<file path="src/temp_ctrl_defs.svh">
// Offsets, field positions, reset values and timing counts of the sensor controller
`ifndef TEMP_CTRL_DEFS_SVH
`define TEMP_CTRL_DEFS_SVH
`define OFS_CONFIG 8'h00
`define OFS_RATE 8'h04
`define OFS_STATUS 8'h08
`define OFS_ONESHOT 8'h0c
`define OFS_LOCAL 8'h10
`define OFS_REMOTE 8'h14
`define OFS_LOC_OT 8'h18
`define OFS_REM_OT 8'h1c
`define OFS_REM_HIGH 8'h20
`define OFS_REM_LOW 8'h24
`define OFS_LINK 8'h28
`define CFG_EXT_RES 0
`define CFG_EXT_RANGE 3
`define CFG_DIODE_SUB 5
`define CFG_HALT 6
`define CFG_ALERT_MASK 7
`define CFG_RESET 8'h00
`define RATE_RESET 2'h2
`define RATE_4HZ 2'h2
`define LIMIT_OT_RESET 8'h55
`define LIMIT_HIGH_RESET 8'h46
`define LIMIT_LOW_RESET 8'h00
`define CRIT_T0 8'h50
`define CRIT_T1 8'h55
`define CRIT_T2 8'h5a
`define CRIT_T3 8'h64
`define FLOOR_NORMAL 11'sh000
`define FLOOR_EXT 11'sh600
`define CLK_MHZ 100
`define CONV_WINDOW_MS 60
`define CONV_WINDOW_CYC (`CONV_WINDOW_MS * 1000 * `CLK_MHZ)
`define RATE_8HZ_MS 125
`define RATE_8HZ_CYC (`RATE_8HZ_MS * 1000 * `CLK_MHZ)
`endif

</file>
<file path="src/temp_ctrl_pkg.sv">
// Types shared by the sensor controller
package temp_ctrl_pkg;
    typedef enum logic [2:0] {
        ST_IDLE = 3'b001,
        ST_LOCAL = 3'b010,
        ST_REMOTE = 3'b100
    } conv_state_t;
    typedef struct packed {
        logic alert_mask;
        logic halt;
        logic diode_sub;
        logic ext_range;
        logic ext_res;
    } cfg_t;
    typedef struct packed {
        logic valid;
        logic write;
        logic [7:0] addr;
    } ahb_req_t;
endpackage : temp_ctrl_pkg

</file>
<file path="src/dual_temp_conversion_alarm_ctrl.sv">
// Conversion sequencer, result registers and alarm outputs with an AHB-Lite register slave
//
// Register access over AHB-Lite and the placing of the registers were decided locally.
`timescale 1ns/1ps
`include "temp_ctrl_defs.svh"
module dual_temp_conversion_alarm_ctrl #(
    parameter int unsigned CONV_WINDOW_CYC = `CONV_WINDOW_CYC,
    parameter int unsigned RATE_8HZ_CYC = `RATE_8HZ_CYC
) (
    input wire logic hclk,
    input wire logic hresetn,
    input wire logic hsel,
    input wire logic [31:0] haddr,
    input wire logic [1:0] htrans,
    input wire logic hwrite,
    input wire logic [2:0] hsize,
    input wire logic [31:0] hwdata,
    input wire logic hready,
    output logic hreadyout,
    output logic hresp,
    output logic [31:0] hrdata,
    input wire logic reset_pin,
    input wire logic hw_standby_n,
    input wire logic overtemp_source_select,
    input wire logic overtemp_source_open,
    input wire logic alert_select,
    input wire logic [1:0] crit_strap,
    input wire logic [10:0] local_adc,
    input wire logic [10:0] remote_adc,
    output logic remote_diode_sub,
    output logic [2:0] adc_channel,
    input wire logic serial_clock_line,
    input wire logic serial_data_line_in,
    output logic serial_data_line_out,
    output logic serial_data_line_oe,
    output logic overtemp_alarm_n_out,
    output logic overtemp_alarm_n_oe,
    output logic alert_n_out,
    output logic alert_n_oe
);
    temp_ctrl_pkg::conv_state_t state_q;
    temp_ctrl_pkg::cfg_t cfg_q;
    temp_ctrl_pkg::ahb_req_t req_q;
    logic [1:0] rate_q;
    logic [7:0] loc_ot_q, rem_ot_q, rem_high_q, rem_low_q;
    logic [7:0] local_q;
    logic [10:0] remote_q;
    logic [10:0] local_hold_q, local_fl, remote_fl;
    logic [31:0] win_cnt_q, per_cnt_q;
    logic oneshot_q, run_oneshot_q, alert_latch_q;
    logic [7:0] link_edges_q;
    logic [1:0] rst_s, hw_standby_n_s, sel_s, open_s, alsel_s, sck_s, sda_s;
    logic [3:0] crit_s;
    logic sck_prev_q;
    logic soft_rst, standby, start_seq, win_done, seq_done, halt_abort, seq_abort;
    logic [7:0] crit_lim;
    logic ot_local, ot_remote, ot_any, rem_viol, stat_read;
    logic [31:0] period_cyc;

    function automatic logic [10:0] apply_floor(input logic [10:0] raw, input logic ext);
        logic [10:0] floor_v;
        floor_v = ext ? `FLOOR_EXT : `FLOOR_NORMAL;
        apply_floor = ($signed(raw) < $signed(floor_v)) ? floor_v : raw;
    endfunction : apply_floor

    function automatic logic above(input logic [7:0] t, input logic [7:0] lim);
        above = $signed(t) > $signed(lim);
    endfunction : above

    // Pin synchronisers
    always_ff @(posedge hclk or negedge hresetn) begin
        if (!hresetn) begin
            rst_s <= 2'h0;
            hw_standby_n_s <= 2'h3;
            sel_s <= 2'h0;
            open_s <= 2'h0;
            alsel_s <= 2'h3;
            sck_s <= 2'h3;
            sda_s <= 2'h3;
            crit_s <= 4'h0;
        end else begin
            rst_s <= {rst_s[0], reset_pin};
            hw_standby_n_s <= {hw_standby_n_s[0], hw_standby_n};
            sel_s <= {sel_s[0], overtemp_source_select};
            open_s <= {open_s[0], overtemp_source_open};
            alsel_s <= {alsel_s[0], alert_select};
            sck_s <= {sck_s[0], serial_clock_line};
            sda_s <= {sda_s[0], serial_data_line_in};
            crit_s <= {crit_s[1:0], crit_strap};
        end
    end

    assign soft_rst = rst_s[1];
    assign standby = !hw_standby_n_s[1];

    always_comb begin
        case (crit_s[3:2])
            2'h0: crit_lim = `CRIT_T0;
            2'h1: crit_lim = `CRIT_T1;
            2'h2: crit_lim = `CRIT_T2;
            default: crit_lim = `CRIT_T3;
        endcase
    end

    // Serial link: edge activity only, data line never pulled
    always_ff @(posedge hclk or negedge hresetn) begin
        if (!hresetn) begin
            sck_prev_q <= 1'b1;
            link_edges_q <= 8'h00;
        end else begin
            sck_prev_q <= sck_s[1];
            if (soft_rst)
                link_edges_q <= 8'h00;
            else if (sck_s[1] && !sck_prev_q)
                link_edges_q <= link_edges_q + 8'h01;
        end
    end
    assign serial_data_line_out = 1'b0;
    assign serial_data_line_oe = 1'b0;

    // AHB-Lite slave, zero wait states
    assign hreadyout = 1'b1;
    assign hresp = 1'b0;
    assign stat_read = hsel && hready && htrans[1] && !hwrite && haddr[7:0] == `OFS_STATUS;

    always_ff @(posedge hclk or negedge hresetn) begin
        if (!hresetn)
            req_q <= '0;
        else if (hready)
            req_q <= '{hsel && htrans[1], hwrite, haddr[7:0]};
    end

    always_ff @(posedge hclk or negedge hresetn) begin
        if (!hresetn) begin
            cfg_q <= 5'(`CFG_RESET);
            rate_q <= `RATE_RESET;
            loc_ot_q <= `LIMIT_OT_RESET;
            rem_ot_q <= `LIMIT_OT_RESET;
            rem_high_q <= `LIMIT_HIGH_RESET;
            rem_low_q <= `LIMIT_LOW_RESET;
        end else if (soft_rst) begin
            cfg_q <= 5'(`CFG_RESET);
            rate_q <= `RATE_RESET;
            loc_ot_q <= `LIMIT_OT_RESET;
            rem_ot_q <= `LIMIT_OT_RESET;
            rem_high_q <= `LIMIT_HIGH_RESET;
            rem_low_q <= `LIMIT_LOW_RESET;
        end else if (req_q.valid && req_q.write) begin
            case (req_q.addr)
                `OFS_CONFIG: cfg_q <= '{hwdata[`CFG_ALERT_MASK], hwdata[`CFG_HALT],
                    hwdata[`CFG_DIODE_SUB], hwdata[`CFG_EXT_RANGE], hwdata[`CFG_EXT_RES]};
                `OFS_RATE: rate_q <= hwdata[1:0];
                `OFS_LOC_OT: loc_ot_q <= hwdata[7:0];
                `OFS_REM_OT: rem_ot_q <= hwdata[7:0];
                `OFS_REM_HIGH: rem_high_q <= hwdata[7:0];
                `OFS_REM_LOW: rem_low_q <= hwdata[7:0];
                default: ;
            endcase
        end
    end

    always_ff @(posedge hclk or negedge hresetn) begin
        if (!hresetn) begin
            hrdata <= 32'h0000_0000;
        end else if (hready) begin
            hrdata <= 32'h0000_0000;
            if (hsel && htrans[1] && !hwrite) begin
                case (haddr[7:0])
                    `OFS_CONFIG: hrdata[7:0] <= {cfg_q.alert_mask, cfg_q.halt,
                        cfg_q.diode_sub, 1'b0, cfg_q.ext_range, 2'b00, cfg_q.ext_res};
                    `OFS_RATE: hrdata[1:0] <= rate_q;
                    `OFS_STATUS: hrdata[7:0] <= {!state_q[0], 2'b00,
                        above(remote_q[10:3], rem_high_q), $signed(remote_q[10:3]) <
                        $signed(rem_low_q), alert_latch_q, ot_remote, ot_local};
                    `OFS_LOCAL: hrdata[7:0] <= local_q;
                    `OFS_REMOTE: hrdata[10:0] <= remote_q;
                    `OFS_LOC_OT: hrdata[7:0] <= loc_ot_q;
                    `OFS_REM_OT: hrdata[7:0] <= rem_ot_q;
                    `OFS_REM_HIGH: hrdata[7:0] <= rem_high_q;
                    `OFS_REM_LOW: hrdata[7:0] <= rem_low_q;
                    `OFS_LINK: hrdata[7:0] <= link_edges_q;
                    default: hrdata <= 32'h0000_0000;
                endcase
            end
        end
    end

    // One-shot request, dropped in hardware standby
    always_ff @(posedge hclk or negedge hresetn) begin
        if (!hresetn)
            oneshot_q <= 1'b0;
        else if (soft_rst || standby)
            oneshot_q <= 1'b0;
        else if (req_q.valid && req_q.write && req_q.addr == `OFS_ONESHOT)
            oneshot_q <= 1'b1;
        else if (start_seq)
            oneshot_q <= 1'b0;
    end

    // Autonomous rate timer: 8Hz period doubled per step down
    assign period_cyc = RATE_8HZ_CYC << (2'h3 - rate_q);
    always_ff @(posedge hclk or negedge hresetn) begin
        if (!hresetn)
            per_cnt_q <= 32'h0000_0000;
        else if (soft_rst || standby || cfg_q.halt)
            per_cnt_q <= 32'h0000_0000;
        else if (per_cnt_q != 32'h0000_0000)
            per_cnt_q <= per_cnt_q - 32'h0000_0001;
        else if (start_seq)
            per_cnt_q <= period_cyc - 32'h0000_0001;
    end

    assign start_seq = state_q[0] && !standby && !soft_rst
        && (oneshot_q || (!cfg_q.halt && per_cnt_q == 32'h0000_0000));
    assign win_done = win_cnt_q == CONV_WINDOW_CYC - 1;
    // Halt interrupts an autonomous sequence; a one-shot run under halt completes, standby aborts any run
    assign halt_abort = cfg_q.halt && !run_oneshot_q && !state_q[0];
    assign seq_abort = soft_rst || standby || halt_abort;
    assign seq_done = state_q[2] && win_done && !seq_abort;

    // Sequencer: local window then remote window
    always_ff @(posedge hclk or negedge hresetn) begin
        if (!hresetn) begin
            state_q <= temp_ctrl_pkg::ST_IDLE;
            win_cnt_q <= 32'h0000_0000;
            run_oneshot_q <= 1'b0;
            local_hold_q <= 11'h000;
        end else if (seq_abort) begin
            state_q <= temp_ctrl_pkg::ST_IDLE;
            win_cnt_q <= 32'h0000_0000;
        end else begin
            case (state_q)
                temp_ctrl_pkg::ST_IDLE: begin
                    if (start_seq) begin
                        state_q <= temp_ctrl_pkg::ST_LOCAL;
                        run_oneshot_q <= oneshot_q;
                    end
                end
                temp_ctrl_pkg::ST_LOCAL: begin
                    win_cnt_q <= win_done ? 32'h0000_0000 : win_cnt_q + 32'h0000_0001;
                    if (win_done) begin
                        local_hold_q <= local_adc;
                        state_q <= temp_ctrl_pkg::ST_REMOTE;
                    end
                end
                temp_ctrl_pkg::ST_REMOTE: begin
                    win_cnt_q <= win_done ? 32'h0000_0000 : win_cnt_q + 32'h0000_0001;
                    if (win_done)
                        state_q <= temp_ctrl_pkg::ST_IDLE;
                end
                default: state_q <= temp_ctrl_pkg::ST_IDLE;
            endcase
        end
    end
    assign adc_channel = state_q;
    assign remote_diode_sub = cfg_q.diode_sub;

    assign local_fl = apply_floor(local_hold_q, cfg_q.ext_range);
    assign remote_fl = apply_floor(remote_adc, cfg_q.ext_range);

    // Result registers, loaded only at sequence end and cleared by the reset pin
    always_ff @(posedge hclk or negedge hresetn) begin
        if (!hresetn) begin
            local_q <= 8'h00;
            remote_q <= 11'h000;
        end else if (soft_rst) begin
            local_q <= 8'h00;
            remote_q <= 11'h000;
        end else if (seq_done) begin
            local_q <= local_fl[10:3];
            if (cfg_q.ext_res && (run_oneshot_q || rate_q <= `RATE_4HZ))
                remote_q <= remote_fl;
            else
                remote_q <= {remote_fl[10:3], 3'b000};
        end
    end

    // Overtemperature alarm
    assign ot_local = above(local_q, loc_ot_q) || above(local_q, crit_lim);
    assign ot_remote = above(remote_q[10:3], rem_ot_q) || above(remote_q[10:3], crit_lim);
    assign ot_any = open_s[1] ? (ot_local || ot_remote)
        : (sel_s[1] ? ot_remote : ot_local);
    assign overtemp_alarm_n_out = 1'b0;
    assign overtemp_alarm_n_oe = ot_any;

    // Alert: latched until status read, or comparator on remote limits
    assign rem_viol = above(remote_q[10:3], rem_high_q)
        || $signed(remote_q[10:3]) < $signed(rem_low_q);
    always_ff @(posedge hclk or negedge hresetn) begin
        if (!hresetn)
            alert_latch_q <= 1'b0;
        else if (soft_rst)
            alert_latch_q <= 1'b0;
        else if (rem_viol)
            alert_latch_q <= 1'b1;
        else if (stat_read)
            alert_latch_q <= 1'b0;
    end
    assign alert_n_out = 1'b0;
    assign alert_n_oe = !cfg_q.alert_mask
        && (alsel_s[1] ? alert_latch_q : rem_viol);
endmodule : dual_temp_conversion_alarm_ctrl

</file>
<file path="config.mk">
export PLATFORM = sky130hd
export DESIGN_NAME = dual_temp_conversion_alarm_ctrl
export DESIGN_NICKNAME = d
export VERILOG_FILES = /design/src/temp_ctrl_pkg.sv /design/src/dual_temp_conversion_alarm_ctrl.sv
export VERILOG_INCLUDE_DIRS = /design/src /design/src/src
export SDC_FILE = /design/constraint.sdc
export NUM_CORES = 1
export LEC_CHECK = 0
export BUFFER_PORTS_ARGS = -buffer_cell sky130_fd_sc_hd__buf_2
export CORE_MARGIN = 8
export CORE_UTILIZATION = 45
export DETAILED_ROUTE_END_ITERATION = 12
export GPL_TIMING_DRIVEN = 1
export HOLD_SLACK_MARGIN = 0.06
export PLACE_DENSITY = 0.71
export SYNTH_ARGS = -nofsm -noshare
export SYNTH_HDL_FRONTEND = slang
export SYNTH_SLANG_ARGS = --single-unit
</file>
<file path="constraint.sdc">
create_clock -name hclk -period 6.07 [get_ports hclk]
set_clock_uncertainty 0.2 [all_clocks]
set_input_delay 0.607 -clock hclk [delete_from_list [all_inputs] [get_ports hclk]]
set_output_delay 0.607 -clock hclk [all_outputs]
set_load 0.02 [all_outputs]
</file>
==> out/qor.csv, run 1 <==
metric,value,unit
die width,167.4,um
routed length per instance,18.17,um
cell types with the largest area share after synthesis,"sky130_fd_sc_hd__dfrtp_1 (39%), sky130_fd_sc_hd__ha_1 (5.5%), sky130_fd_sc_hd__dfstp_2 (5.1%), sky130_fd_sc_hd__nor2_1 (3.7%), sky130_fd_sc_hd__mux2i_1 (3.7%)",
RR Startpoint,win_cnt_q[0]$_DFFE_PN0P_,
via count,8349,
chain of cells forming the critical path,"inv_1, nand2_1, ha_1, nand3_1, o31ai_1, a21oi_1, a21oi_1, nand2_1, o211a_1, buf_2",
total instance count after detailed placement,1409,
crit path time final,3.697,ns
post-synthesis adder-cell area fraction,5.843,%
number of global-route vias before repair,8255,
"basic-gate share of the synthesized area counting and, or, nand and nor cells",22.05,%
antenna fix cells,0,
# IOs,149,
critical path buffer and inverter count,2,
clock latency on the worst-skew pair,0.44,ns
first-pass GRT wire length,43120,um
proportion of power drawn by combinational gates,19.6,%
post-detailed-route DRC marker count,0,
Compound-Gate Fraction of Synth Area,13.29,%
kind of launch point of the worst setup path,flip-flop,
cell at the root of the clock tree,sky130_fd_sc_hd__clkbuf_16,
total count of hold-check failures in the final report,0,
Async SR Flop Fraction,100.0,%
cell area after technology mapping,10320,um2
clock network fraction of design power,36.8,%
required time reported for the critical path endpoint,5.26,ns
core outline area,22570,um2
outcome,"finished, final reports clean",
total global routing track utilization,18.81,%
Int Power,2.137,mW
r2r worst-path depth,7,
final design instance area without fill,11460,um2
detailed-placement wirelength estimate,18480,um
relative max-transition margin,18.81,%
slew at the pin with the worst max-slew slack,1.214,ns
pin count of the biggest net entering global routing,126,
largest vdd supply drop,0.2098,mV
fraction of layout cells with a size suffix above 1,14.56,%
synthesized-area fraction occupied by xor and xnor cells,2.037,%
violation count after the first detailed-routing iteration,640,
number of buffers created by CTS,17,
Worst Path Max Fanout,4,
setup repair after global routing missed its margin,false,
initial cell density of the core,45.73,%
crit-path max cell delay,0.44,ns
number of setup violations in the final report,0,
cell row count,55,
share of the yosys chip area belonging to registers,44.37,%
most used flip-flop cell after synthesis,sky130_fd_sc_hd__dfrtp_1,
total power density per cell area,268.9,nW/um2
period utilization,60.90,%
sequential cell area,4581,um2
PnR Total Power,3.082,mW
Reg-to-Reg End,remote_q[7]$_DFFE_PN0P_,
number of enable flip-flop cells after synthesis,0,
min setup slack post-route,2.373,ns
placed cell areas,10810,um2
"worst slack, placed",2.570,ns
cell count after synthesis,1094,
H-tree level count,4,
Util after Layout,50.77,%
die footprint,28040,um2
Ys Warns,0,
setup TNS,0,ns
Die Ht,167.4,um
iteration count of the initial detailed-routing pass,6,
final count of pins violating max slew,0,
net switching fraction of the power,30.67,%
net count reported at finish,1300,
count of port buffers added during placement,65,
combinational family with the most area after synthesis,simple AND/OR/NAND/NOR gates,
clock slew seen by the registers of the worst setup and hold paths,0.07,ns
leading cell type by number of instances after synthesis,sky130_fd_sc_hd__dfrtp_1,
number of distinct library cells after synthesis,72,
most instantiated cells after synthesis,"sky130_fd_sc_hd__dfrtp_1 (162), sky130_fd_sc_hd__nor2_1 (102), sky130_fd_sc_hd__nand2_1 (72)",
"buffers from clock root to sink, at most",2,
worst-case register-to-register setup slack,2.53,ns
layout filler cell count,2132,
Yosys top cell by area,sky130_fd_sc_hd__dfrtp_1,
synth-to-layout area growth,11.03,%
CTS tree,built,
number of post-CTS setup repair buffers,0,
sequential group share of total power,43.6,%
average via count per standard cell,5.774,
post-route ant nets,0,
Critical Path End Type,primary output,
number of sinks driven by the clock tree,182,
area share of the leading cell type in the synthesized netlist,39.28,%
Tightest Hold Check Type,in -> async,
RD Place Congestion,0.9197,
"FF+latch count, synth",182,
arrival time of data at the critical path endpoint,2.89,ns
critical path class,reg -> out,
post-cts gate resize count,0,
number of cells in the finished layout apart from fillers,1446,
total net switching power,0.9451,mW
Leakage,5.031,nW
detailed-route wire length,26270,um
synthesized area divided by synthesized cell count,9.434,um2
cell with the largest stage delay on the worst path,sky130_fd_sc_hd__a21oi_1,
share of cell area taken by muxes after synthesis,6.413,%
Worst path top cell family by delay,compound AO/OA/AOI/OAI gates,
aggregate global routing overflow,0,
antenna violations before repair,0,
peak clock frequency supported by timing,0.2705,GHz
final hold slack,0.07424,ns
number of maximum-capacitance violations,0,
multi-input gate area in the final layout,5234,um2
number of hold buffers added after cts,5,
area by class of cell:
type                            count  area share [%]
Multi-Input combinational cell    804           45.67
Clock buffer                       19           3.952
Sequential cell                   182           39.97
Timing Repair Buffer               79           3.941
Tap cell                          285           3.112
Clock inverter                     13           1.256
Inverter                           64           2.096
cell families after synthesis:
logic type / Yosys count
compound gates: 220
buf+inv: 133
flops: 182
xor+xnor: 24
simple gates: 427
mux: 59
other cells: 2
fa+ha+maj: 47
power groups by stage:
stage,Combinational (mW),Sequential [mW],Clock [mW]
2_1_floorplan,0.471,1.34,0
3_5_place_dp,0.599,1.36,0
3_3_place_gp,0.587,1.36,0
6_report,0.604,1.34,1.13
4_1_cts,0.605,1.34,1.16
5_1_grt,0.672,1.35,1.19
registers in the layout (all words and copies together) (netlist names), 10 cells and up:
| signal | flops |
|---|---|
| per_cnt_q | 32 |
| remote_q | 11 |
| req_q | 10 |
| win_cnt_q | 32 |
| hrdata | 11 |
worst max-delay path by stage:
stage | start | to | slack, ns | cells past startpoint
finish | crit_s[2]$_DFF_PN0_ | overtemp_alarm_n_oe | 2.37 | 10
global route | win_cnt_q[7]$_DFFE_PN0P_ | remote_q[7]$_DFFE_PN0P_ | 2.14 | 6
CTS | crit_s[2]$_DFF_PN0_ | overtemp_alarm_n_oe | 2.36 | 10
detailed placement | win_cnt_q[0]$_DFFE_PN0P_ | remote_q[2]$_DFFE_PN0P_ | 2.57 | 7
global placement | win_cnt_q[0]$_DFFE_PN0P_ | remote_q[3]$_DFFE_PN0P_ | 2.67 | 7
floorplan | remote_q[10]$_DFFE_PN0P_ | alert_n_oe | 3.08 | 6
cells in the final DEF (no fill, tap or decap), types with 7 or more instances in the layout:
cell type	count
sky130_fd_sc_hd__o21ai_0	63
sky130_fd_sc_hd__a211oi_1	13
sky130_fd_sc_hd__or3_1	13
sky130_fd_sc_hd__nor2_1	102
sky130_fd_sc_hd__o22ai_1	8
sky130_fd_sc_hd__clkbuf_16	17
sky130_fd_sc_hd__buf_2	64
sky130_fd_sc_hd__nor4_1	18
sky130_fd_sc_hd__mux2_2	17
sky130_fd_sc_hd__nand2_1	72
sky130_fd_sc_hd__inv_1	64
sky130_fd_sc_hd__nand4_1	21
sky130_fd_sc_hd__xnor2_1	14
sky130_fd_sc_hd__nor2b_1	9
sky130_fd_sc_hd__o211ai_1	7
sky130_fd_sc_hd__a21oi_1	54
sky130_fd_sc_hd__buf_4	9
sky130_fd_sc_hd__nor3_1	28
sky130_fd_sc_hd__dfrtp_1	161
sky130_fd_sc_hd__and3_1	15
sky130_fd_sc_hd__nand3_1	62
sky130_fd_sc_hd__xor2_1	10
sky130_fd_sc_hd__a31oi_1	23
sky130_fd_sc_hd__nand3b_1	22
sky130_fd_sc_hd__a211o_1	12
sky130_fd_sc_hd__nand2b_1	26
sky130_fd_sc_hd__ha_1	45
sky130_fd_sc_hd__dfstp_2	20
sky130_fd_sc_hd__mux2i_1	38
sky130_fd_sc_hd__conb_1	27
per-layer routing:
| layer | track usage [%] | part of all wire, % | vias up |
|---|---|---|---|
| met4 | 6.871 | 2.3 | 0 |
| li1 | - | - | 4002 |
| met2 | 32.43 | 50 | 210 |
| met1 | 23.42 | 43 | 4094 |
| met5 | 0 | 0 | - |
| met3 | 3.080 | 4.2 | 43 |
Power figures use the tool's default switching activity.
==> run 2, diff against run 1 <==
==> constraint.sdc (replaced) <==
create_clock -name hclk -period 3.5 [get_ports hclk]
set_clock_uncertainty 0.2 [all_clocks]
set_input_delay 0.35 -clock hclk [delete_from_list [all_inputs] [get_ports hclk]]
set_output_delay 0.35 -clock hclk [all_outputs]
set_load 0.02 [all_outputs]
==> run 2 against run 1 <==
Net effect:
- global-route usage grew 0.73 points
- first-iteration DRC count shrank 8.4%
- via count grew 3.9%
- count of clock-buffer cells in the layout grew 2
- power grew 83%
- non-clock buffer count grew 54
- final cell count grew 3.7%
- clock power grew 92%
- sequential power grew 73%
- largest power group unchanged
==> out/qor.csv, run 2 (synthesis gave the netlist of run 1 again) <==
metric,value,unit
outcome,"finished, final reports clean",
clock network fraction of design power,38.5,%
setup TNS,0,ns
"buffers from clock root to sink, at most",2,
pin count of the biggest net entering global routing,106,
# IOs,149,
proportion of power drawn by combinational gates,20.4,%
placed cell areas,10950,um2
Tightest Hold Check Type,in -> reg,
clock slew seen by the registers of the worst setup and hold paths,0.07,ns
die width,167.4,um
sequential group share of total power,41.2,%
final design instance area without fill,12040,um2
number of sinks driven by the clock tree,182,
die footprint,28040,um2
"most common cell after layout, fill and taps aside",sky130_fd_sc_hd__dfrtp_1,
first-pass GRT wire length,44750,um
cell at the root of the clock tree,sky130_fd_sc_hd__clkbuf_16,
endpoint of the worst hold path,cfg_q[4]$_DFFE_PN0P_,
multi-input gate area in the final layout,5244,um2
"commonest non-fill, non-tap cells in the layout","sky130_fd_sc_hd__dfrtp_1 (161), sky130_fd_sc_hd__nor2_1 (102), sky130_fd_sc_hd__nand2_1 (72), sky130_fd_sc_hd__inv_1 (64), sky130_fd_sc_hd__buf_2 (64)",
aggregate global routing overflow,0,
number of maximum-capacitance violations,0,
Critical Path End Type,primary output,
final hold slack,0.08905,ns
relative max-transition margin,38.67,%
iteration count of the initial detailed-routing pass,6,
total net switching power,1.663,mW
peak clock frequency supported by timing,0.3012,GHz
clock latency on the worst-skew pair,0.44,ns
H-tree level count,4,
r2r worst-path depth,6,
Int Power,3.984,mW
net switching fraction of the power,29.44,%
violation count after the first detailed-routing iteration,586,
setup repair after global routing missed its margin,false,
initial cell density of the core,45.73,%
arrival time of data at the critical path endpoint,2.77,ns
Leakage,5.297,nW
Util after Layout,53.33,%
worst-case register-to-register setup slack,0.62,ns
min setup slack post-route,0.1801,ns
final count of pins violating max slew,0,
total power density per cell area,469.2,nW/um2
count of port buffers added during placement,65,
crit path time final,3.320,ns
cell row count,55,
net count reported at finish,1354,
routed length per instance,18.09,um
number of buffers created by CTS,17,
critical path class,reg -> out,
number of setup violations in the final report,0,
total global routing track utilization,19.55,%
required time reported for the critical path endpoint,2.95,ns
largest vdd supply drop,0.3774,mV
crit-path max cell delay,0.42,ns
via count,8678,
synth-to-layout area growth,16.62,%
number of cells in the finished layout apart from fillers,1499,
antenna violations before repair,0,
count of cells along the worst hold path,3,
hold path startpoint,hwdata[7],
cell with the largest stage delay on the worst path,sky130_fd_sc_hd__dfrtp_1,
detailed-placement wirelength estimate,19020,um
chain of cells forming the critical path,"inv_1, nand2_1, ha_1, nor2b_1, o211ai_1, a211o_1, o2111ai_2, or3_1, o211a_1, buf_2",
total count of hold-check failures in the final report,0,
layout filler cell count,2025,
Die Ht,167.4,um
PnR Total Power,5.647,mW
Reg-to-Reg End,per_cnt_q[29]$_DFFE_PN0P_,
post-route ant nets,0,
core outline area,22570,um2
average via count per standard cell,5.789,
post-detailed-route DRC marker count,0,
period utilization,94.85,%
RR Startpoint,per_cnt_q[0]$_DFFE_PN0P_,
top flop regs,"per_cnt_q: 32 flops, win_cnt_q: 32 flops",
fraction of layout cells with a size suffix above 1,15.24,%
antenna fix cells,0,
number of global-route vias before repair,8491,
sequential cell area,4581,um2
total instance count after detailed placement,1426,
kind of launch point of the worst setup path,flip-flop,
"worst slack, placed",0.5951,ns
CTS tree,built,
Worst Path Max Fanout,4,
detailed-route wire length,27110,um
slew at the pin with the worst max-slew slack,0.9200,ns
RD Place Congestion,0.8955,
-- run 2: cell count changes in the layout (fill, tap and decap cells not counted), sizes merged --
| cell | previous run | this run |
|---|---|---|
| buf | 73 | 90 |
| clkbuf | 20 | 22 |
| bufinv | 2 | 5 |
| inv | 69 | 67 |
| dlygate4sd3 | 5 | 42 |
| clkinv | 5 | 1 |
-- run 2: worst max-delay path: cells and delay by family (launching register included) --
kind	cells	cell delay, ns
flops	1	0.42
compound gates	4	0.65
fa+ha+maj	1	0.33
simple gates	3	0.64
buf+inv	2	0.29
-- run 2: worst max-delay path by stage --
| stage | start | end | slack, ns | cells past startpoint |
|---|---|---|---|---|
| floorplan | remote_q[10]$_DFFE_PN0P_ | alert_n_oe | 0.77 | 6 |
| detailed placement | crit_s[2]$_DFF_PN0_ | overtemp_alarm_n_oe | 0.60 | 10 |
| global placement | remote_q[8]$_DFFE_PN0P_ | overtemp_alarm_n_oe | 0.67 | 8 |
| global route | crit_s[2]$_DFF_PN0_ | overtemp_alarm_n_oe | 0.03 | 10 |
| finish | crit_s[2]$_DFF_PN0_ | overtemp_alarm_n_oe | 0.18 | 10 |
| CTS | crit_s[2]$_DFF_PN0_ | overtemp_alarm_n_oe | 0.11 | 10 |
-- run 2: power groups by stage --
| stage | sequential [mW] | combinational, mW | clock (mW) |
|---|---|---|---|
| 2_1_floorplan | 2.33 | 0.817 | 0 |
| 3_3_place_gp | 2.35 | 1.08 | 0 |
| 3_5_place_dp | 2.36 | 1.10 | 0 |
| 4_1_cts | 2.32 | 1.15 | 2.21 |
| 5_1_grt | 2.34 | 1.27 | 2.29 |
| 6_report | 2.32 | 1.15 | 2.17 |
-- run 2: final cells by class --
class                           count  share of cell area [%]
Sequential cell                   182                   38.06
Inverter                           64                   1.996
Tap cell                          285                   2.963
Clock buffer                       21                   3.825
Clock inverter                     10                   1.601
Timing Repair Buffer              133                   7.994
Multi-Input combinational cell    804                   43.57
-- run 2: timing repair --
action,in CTS,in global routing
setup buffers,0,0
setup endpoints to repair,0,1
gates resized for setup,0,2
endpoints found under the hold margin,138,0
hold buffers,42,0
-- run 2: layer usage --
| metal | GRT usage, % | wire length, um | vias to the layer above |
|---|---|---|---|
| met4 | 8.230 | 736 | 0 |
| met2 | 33.23 | 13690 | 262 |
| met5 | 0 | 0 | - |
| met3 | 2.775 | 1158 | 58 |
| li1 | - | - | 4108 |
| met1 | 24.57 | 11530 | 4250 |
==> run 3, diff against run 2 <==
--- a/config.mk
+++ b/config.mk
@@ -6,6 +6,7 @@
 export SDC_FILE = /design/constraint.sdc
 export NUM_CORES = 1
 export LEC_CHECK = 0
+export ABC_AREA = 1
 export BUFFER_PORTS_ARGS = -buffer_cell sky130_fd_sc_hd__buf_2
 export CORE_MARGIN = 8
 export CORE_UTILIZATION = 45
==> run 3 against run 2 <==
Net effect:
- worst setup slack better by 0.20 ns
- sequential share of layout area down 0.63 points
- synthesized cell count up 26%
- hold slack worse by 0.022 ns
- sequential cell count unchanged
- highest routed layer unchanged
==> out/qor.csv, run 3 <==
metric,value,unit
initial cell density of the core,45.34,%
average via count per standard cell,5.225,
most used flip-flop cell after synthesis,sky130_fd_sc_hd__dfrtp_1,
count of cells along the worst hold path,3,
"buffers from clock root to sink, at most",2,
cell count after synthesis,1374,
crit path time final,3.122,ns
cell at the root of the clock tree,sky130_fd_sc_hd__clkbuf_16,
fraction of layout cells with a size suffix above 1,10.88,%
Leakage,5.984,nW
total power density per cell area,631.1,nW/um2
Ys Warns,0,
synthesized area divided by synthesized cell count,7.677,um2
"most common cell after layout, fill and taps aside",sky130_fd_sc_hd__nand2_1,
period utilization,89.21,%
arrival time of data at the critical path endpoint,2.57,ns
Util after Layout,52.60,%
largest vdd supply drop,0.5953,mV
CTS tree,built,
top flop regs,"per_cnt_q: 32 flops, win_cnt_q: 32 flops",
synth-to-layout area growth,16.01,%
final count of pins violating max slew,0,
antenna violations before repair,0,
die footprint,28590,um2
"worst slack, placed",0.7541,ns
Critical Path End Type,primary output,
cell area after technology mapping,10550,um2
post-route ant nets,0,
total count of hold-check failures in the final report,0,
aggregate global routing overflow,0,
number of buffers created by CTS,17,
peak clock frequency supported by timing,0.3203,GHz
count of port buffers added during placement,65,
kind of launch point of the worst setup path,flip-flop,
number of maximum-capacitance violations,0,
cell row count,56,
number of global-route vias before repair,9121,
slew at the pin with the worst max-slew slack,1.091,ns
setup repair after global routing missed its margin,false,
post-detailed-route DRC marker count,0,
Tightest Hold Check Type,in -> reg,
violation count after the first detailed-routing iteration,757,
Worst Path Max Fanout,6,
Yosys top cell by area,sky130_fd_sc_hd__dfrtp_1,
clock latency on the worst-skew pair,0.44,ns
most instantiated cells after synthesis,"sky130_fd_sc_hd__nand2_1 (323), sky130_fd_sc_hd__inv_1 (199), sky130_fd_sc_hd__dfrtp_1 (162)",
die width,169.1,um
antenna fix cells,0,
r2r worst-path depth,12,
RD Place Congestion,0.9487,
clock slew seen by the registers of the worst setup and hold paths,0.07,ns
number of distinct library cells after synthesis,53,
min setup slack post-route,0.3776,ns
setup TNS,0,ns
share of the yosys chip area belonging to registers,43.42,%
detailed-placement wirelength estimate,21590,um
layout filler cell count,2239,
H-tree level count,4,
endpoint of the worst hold path,loc_ot_q[0]$_DFFE_PN1P_,
leading cell type by number of instances after synthesis,sky130_fd_sc_hd__nand2_1,
pin count of the biggest net entering global routing,74,
multi-input gate area in the final layout,5010,um2
Reg-to-Reg End,local_q[7]$_DFFE_PN0P_,
core outline area,23260,um2
sequential cell area,4579,um2
hold path startpoint,hwdata[0],
relative max-transition margin,26.95,%
"commonest non-fill, non-tap cells in the layout","sky130_fd_sc_hd__nand2_1 (323), sky130_fd_sc_hd__inv_1 (199), sky130_fd_sc_hd__dfrtp_1 (162), sky130_fd_sc_hd__nor2_1 (154), sky130_fd_sc_hd__o21ai_0 (118)",
# IOs,149,
net count reported at finish,1646,
detailed-route wire length,29080,um
number of setup violations in the final report,0,
outcome,"finished, final reports clean",
placed cell areas,11190,um2
critical path class,reg -> out,
total global routing track utilization,20.64,%
area share of the leading cell type in the synthesized netlist,38.43,%
routed length per instance,15.92,um
number of enable flip-flop cells after synthesis,0,
first-pass GRT wire length,47380,um
number of sinks driven by the clock tree,182,
final design instance area without fill,12240,um2
cell types with the largest area share after synthesis,"sky130_fd_sc_hd__dfrtp_1 (38%), sky130_fd_sc_hd__nand2_1 (11%), sky130_fd_sc_hd__inv_1 (7.1%), sky130_fd_sc_hd__o21ai_0 (5.6%), sky130_fd_sc_hd__nor2_1 (5.5%)",
"FF+latch count, synth",182,
Die Ht,169.1,um
RR Startpoint,win_cnt_q[0]$_DFFE_PN0P_,
Async SR Flop Fraction,100.0,%
via count,9541,
worst-case register-to-register setup slack,0.71,ns
required time reported for the critical path endpoint,2.95,ns
iteration count of the initial detailed-routing pass,6,
==> run 3: cell types whose count changed after synthesis, sizes merged, moves of 14 or more <==
cell	change
nand2	+258
inv	+137
nor2	+61
o21ai	+61
mux2i	-38
nand2b	-26
a31oi	-19
o22ai	+19
clkbuf	-18
nand3b	-17
and3	-15
nand3	-14
==> run 3: final cells by class <==
class	count	share of cell area [%]
inverter	203	6.227
sequential	182	37.42
clock buffer	17	3.476
tap	319	3.262
multi-input combinational	967	40.94
clock inverter	15	1.339
timing repair buffer	123	7.331
==> run 3: layer usage <==
metal,global-route usage [%],vias to the layer above,routed length (um)
met5,0,-,0
met4,5.848,0,440
met3,3.750,36,1977
li1,-,4680,-
met1,29.63,4522,13970
met2,31.43,303,12690
==> run 3: worst max path at each step <==
stage / to / cells past startpoint / startpoint
global placement: win_cnt_q[2]$_DFFE_PN0P_ / 11 / win_cnt_q[0]$_DFFE_PN0P_
finish: overtemp_alarm_n_oe / 10 / remote_q[4]$_DFFE_PN0P_
CTS: overtemp_alarm_n_oe / 10 / remote_q[4]$_DFFE_PN0P_
detailed placement: local_q[7]$_DFFE_PN0P_ / 12 / win_cnt_q[0]$_DFFE_PN0P_
floorplan: alert_n_oe / 12 / rem_high_q[1]$_DFFE_PN1P_
global route: overtemp_alarm_n_oe / 10 / remote_q[4]$_DFFE_PN0P_
==> run 3: cell families (layout without fill, tap and decap cells) <==
logic type | Yosys count | in the layout | synth area share (%)
flops | 182 | 182 | 43.42
fa+ha+maj | 47 | 47 | 5.718
xor+xnor | 20 | 20 | 1.661
other cells | 2 | 27 | 0.07120
buf+inv | 250 | 358 | 9.976
simple gates | 628 | 628 | 25.52
compound gates | 237 | 237 | 12.79
mux | 8 | 8 | 0.8541
==> run 3: worst max-delay path: stages (launching register included) <==
cell,delay (ns)
sky130_fd_sc_hd__dfrtp_1,0.51
sky130_fd_sc_hd__ha_1,0.37
sky130_fd_sc_hd__inv_1,0.05
sky130_fd_sc_hd__o21bai_1,0.12
sky130_fd_sc_hd__a31oi_1,0.09
sky130_fd_sc_hd__o21ai_0,0.18
sky130_fd_sc_hd__a21oi_1,0.11
sky130_fd_sc_hd__o22ai_1,0.32
sky130_fd_sc_hd__o21ai_0,0.16
sky130_fd_sc_hd__nand2_1,0.09
sky130_fd_sc_hd__buf_2,0.16
==> run 3: power breakdown <==
| group | switching [mW] | internal [mW] | total, mW |
|---|---|---|---|
| clock | 0.924 | 1.02 | 1.94 |
| sequential | 0.132 | 2.28 | 2.41 |
| combinational | 2.33 | 1.04 | 3.37 |
| total | 3.38 | 4.34 | 7.72 |
==> run 3: what timing repair did <==
| action | CTS | global route |
|---|---|---|
| hold buffers | 46 | 0 |
| setup buffers | 0 | 0 |
| gates resized for setup | 0 | 0 |
| hold endpoints to repair | 108 | 0 |
==> run 3: per-stage QoR <==
stage	hold slack, ns	instances	total power, mW
floorplan	-0.1456	1399	5.028
global placement	0.1328	1748	5.659
detailed placement	0.1347	1748	5.701
CTS	0.06019	1826	7.725
global route	0.07512	1826	8.353
finish	0.06676	1826	7.723
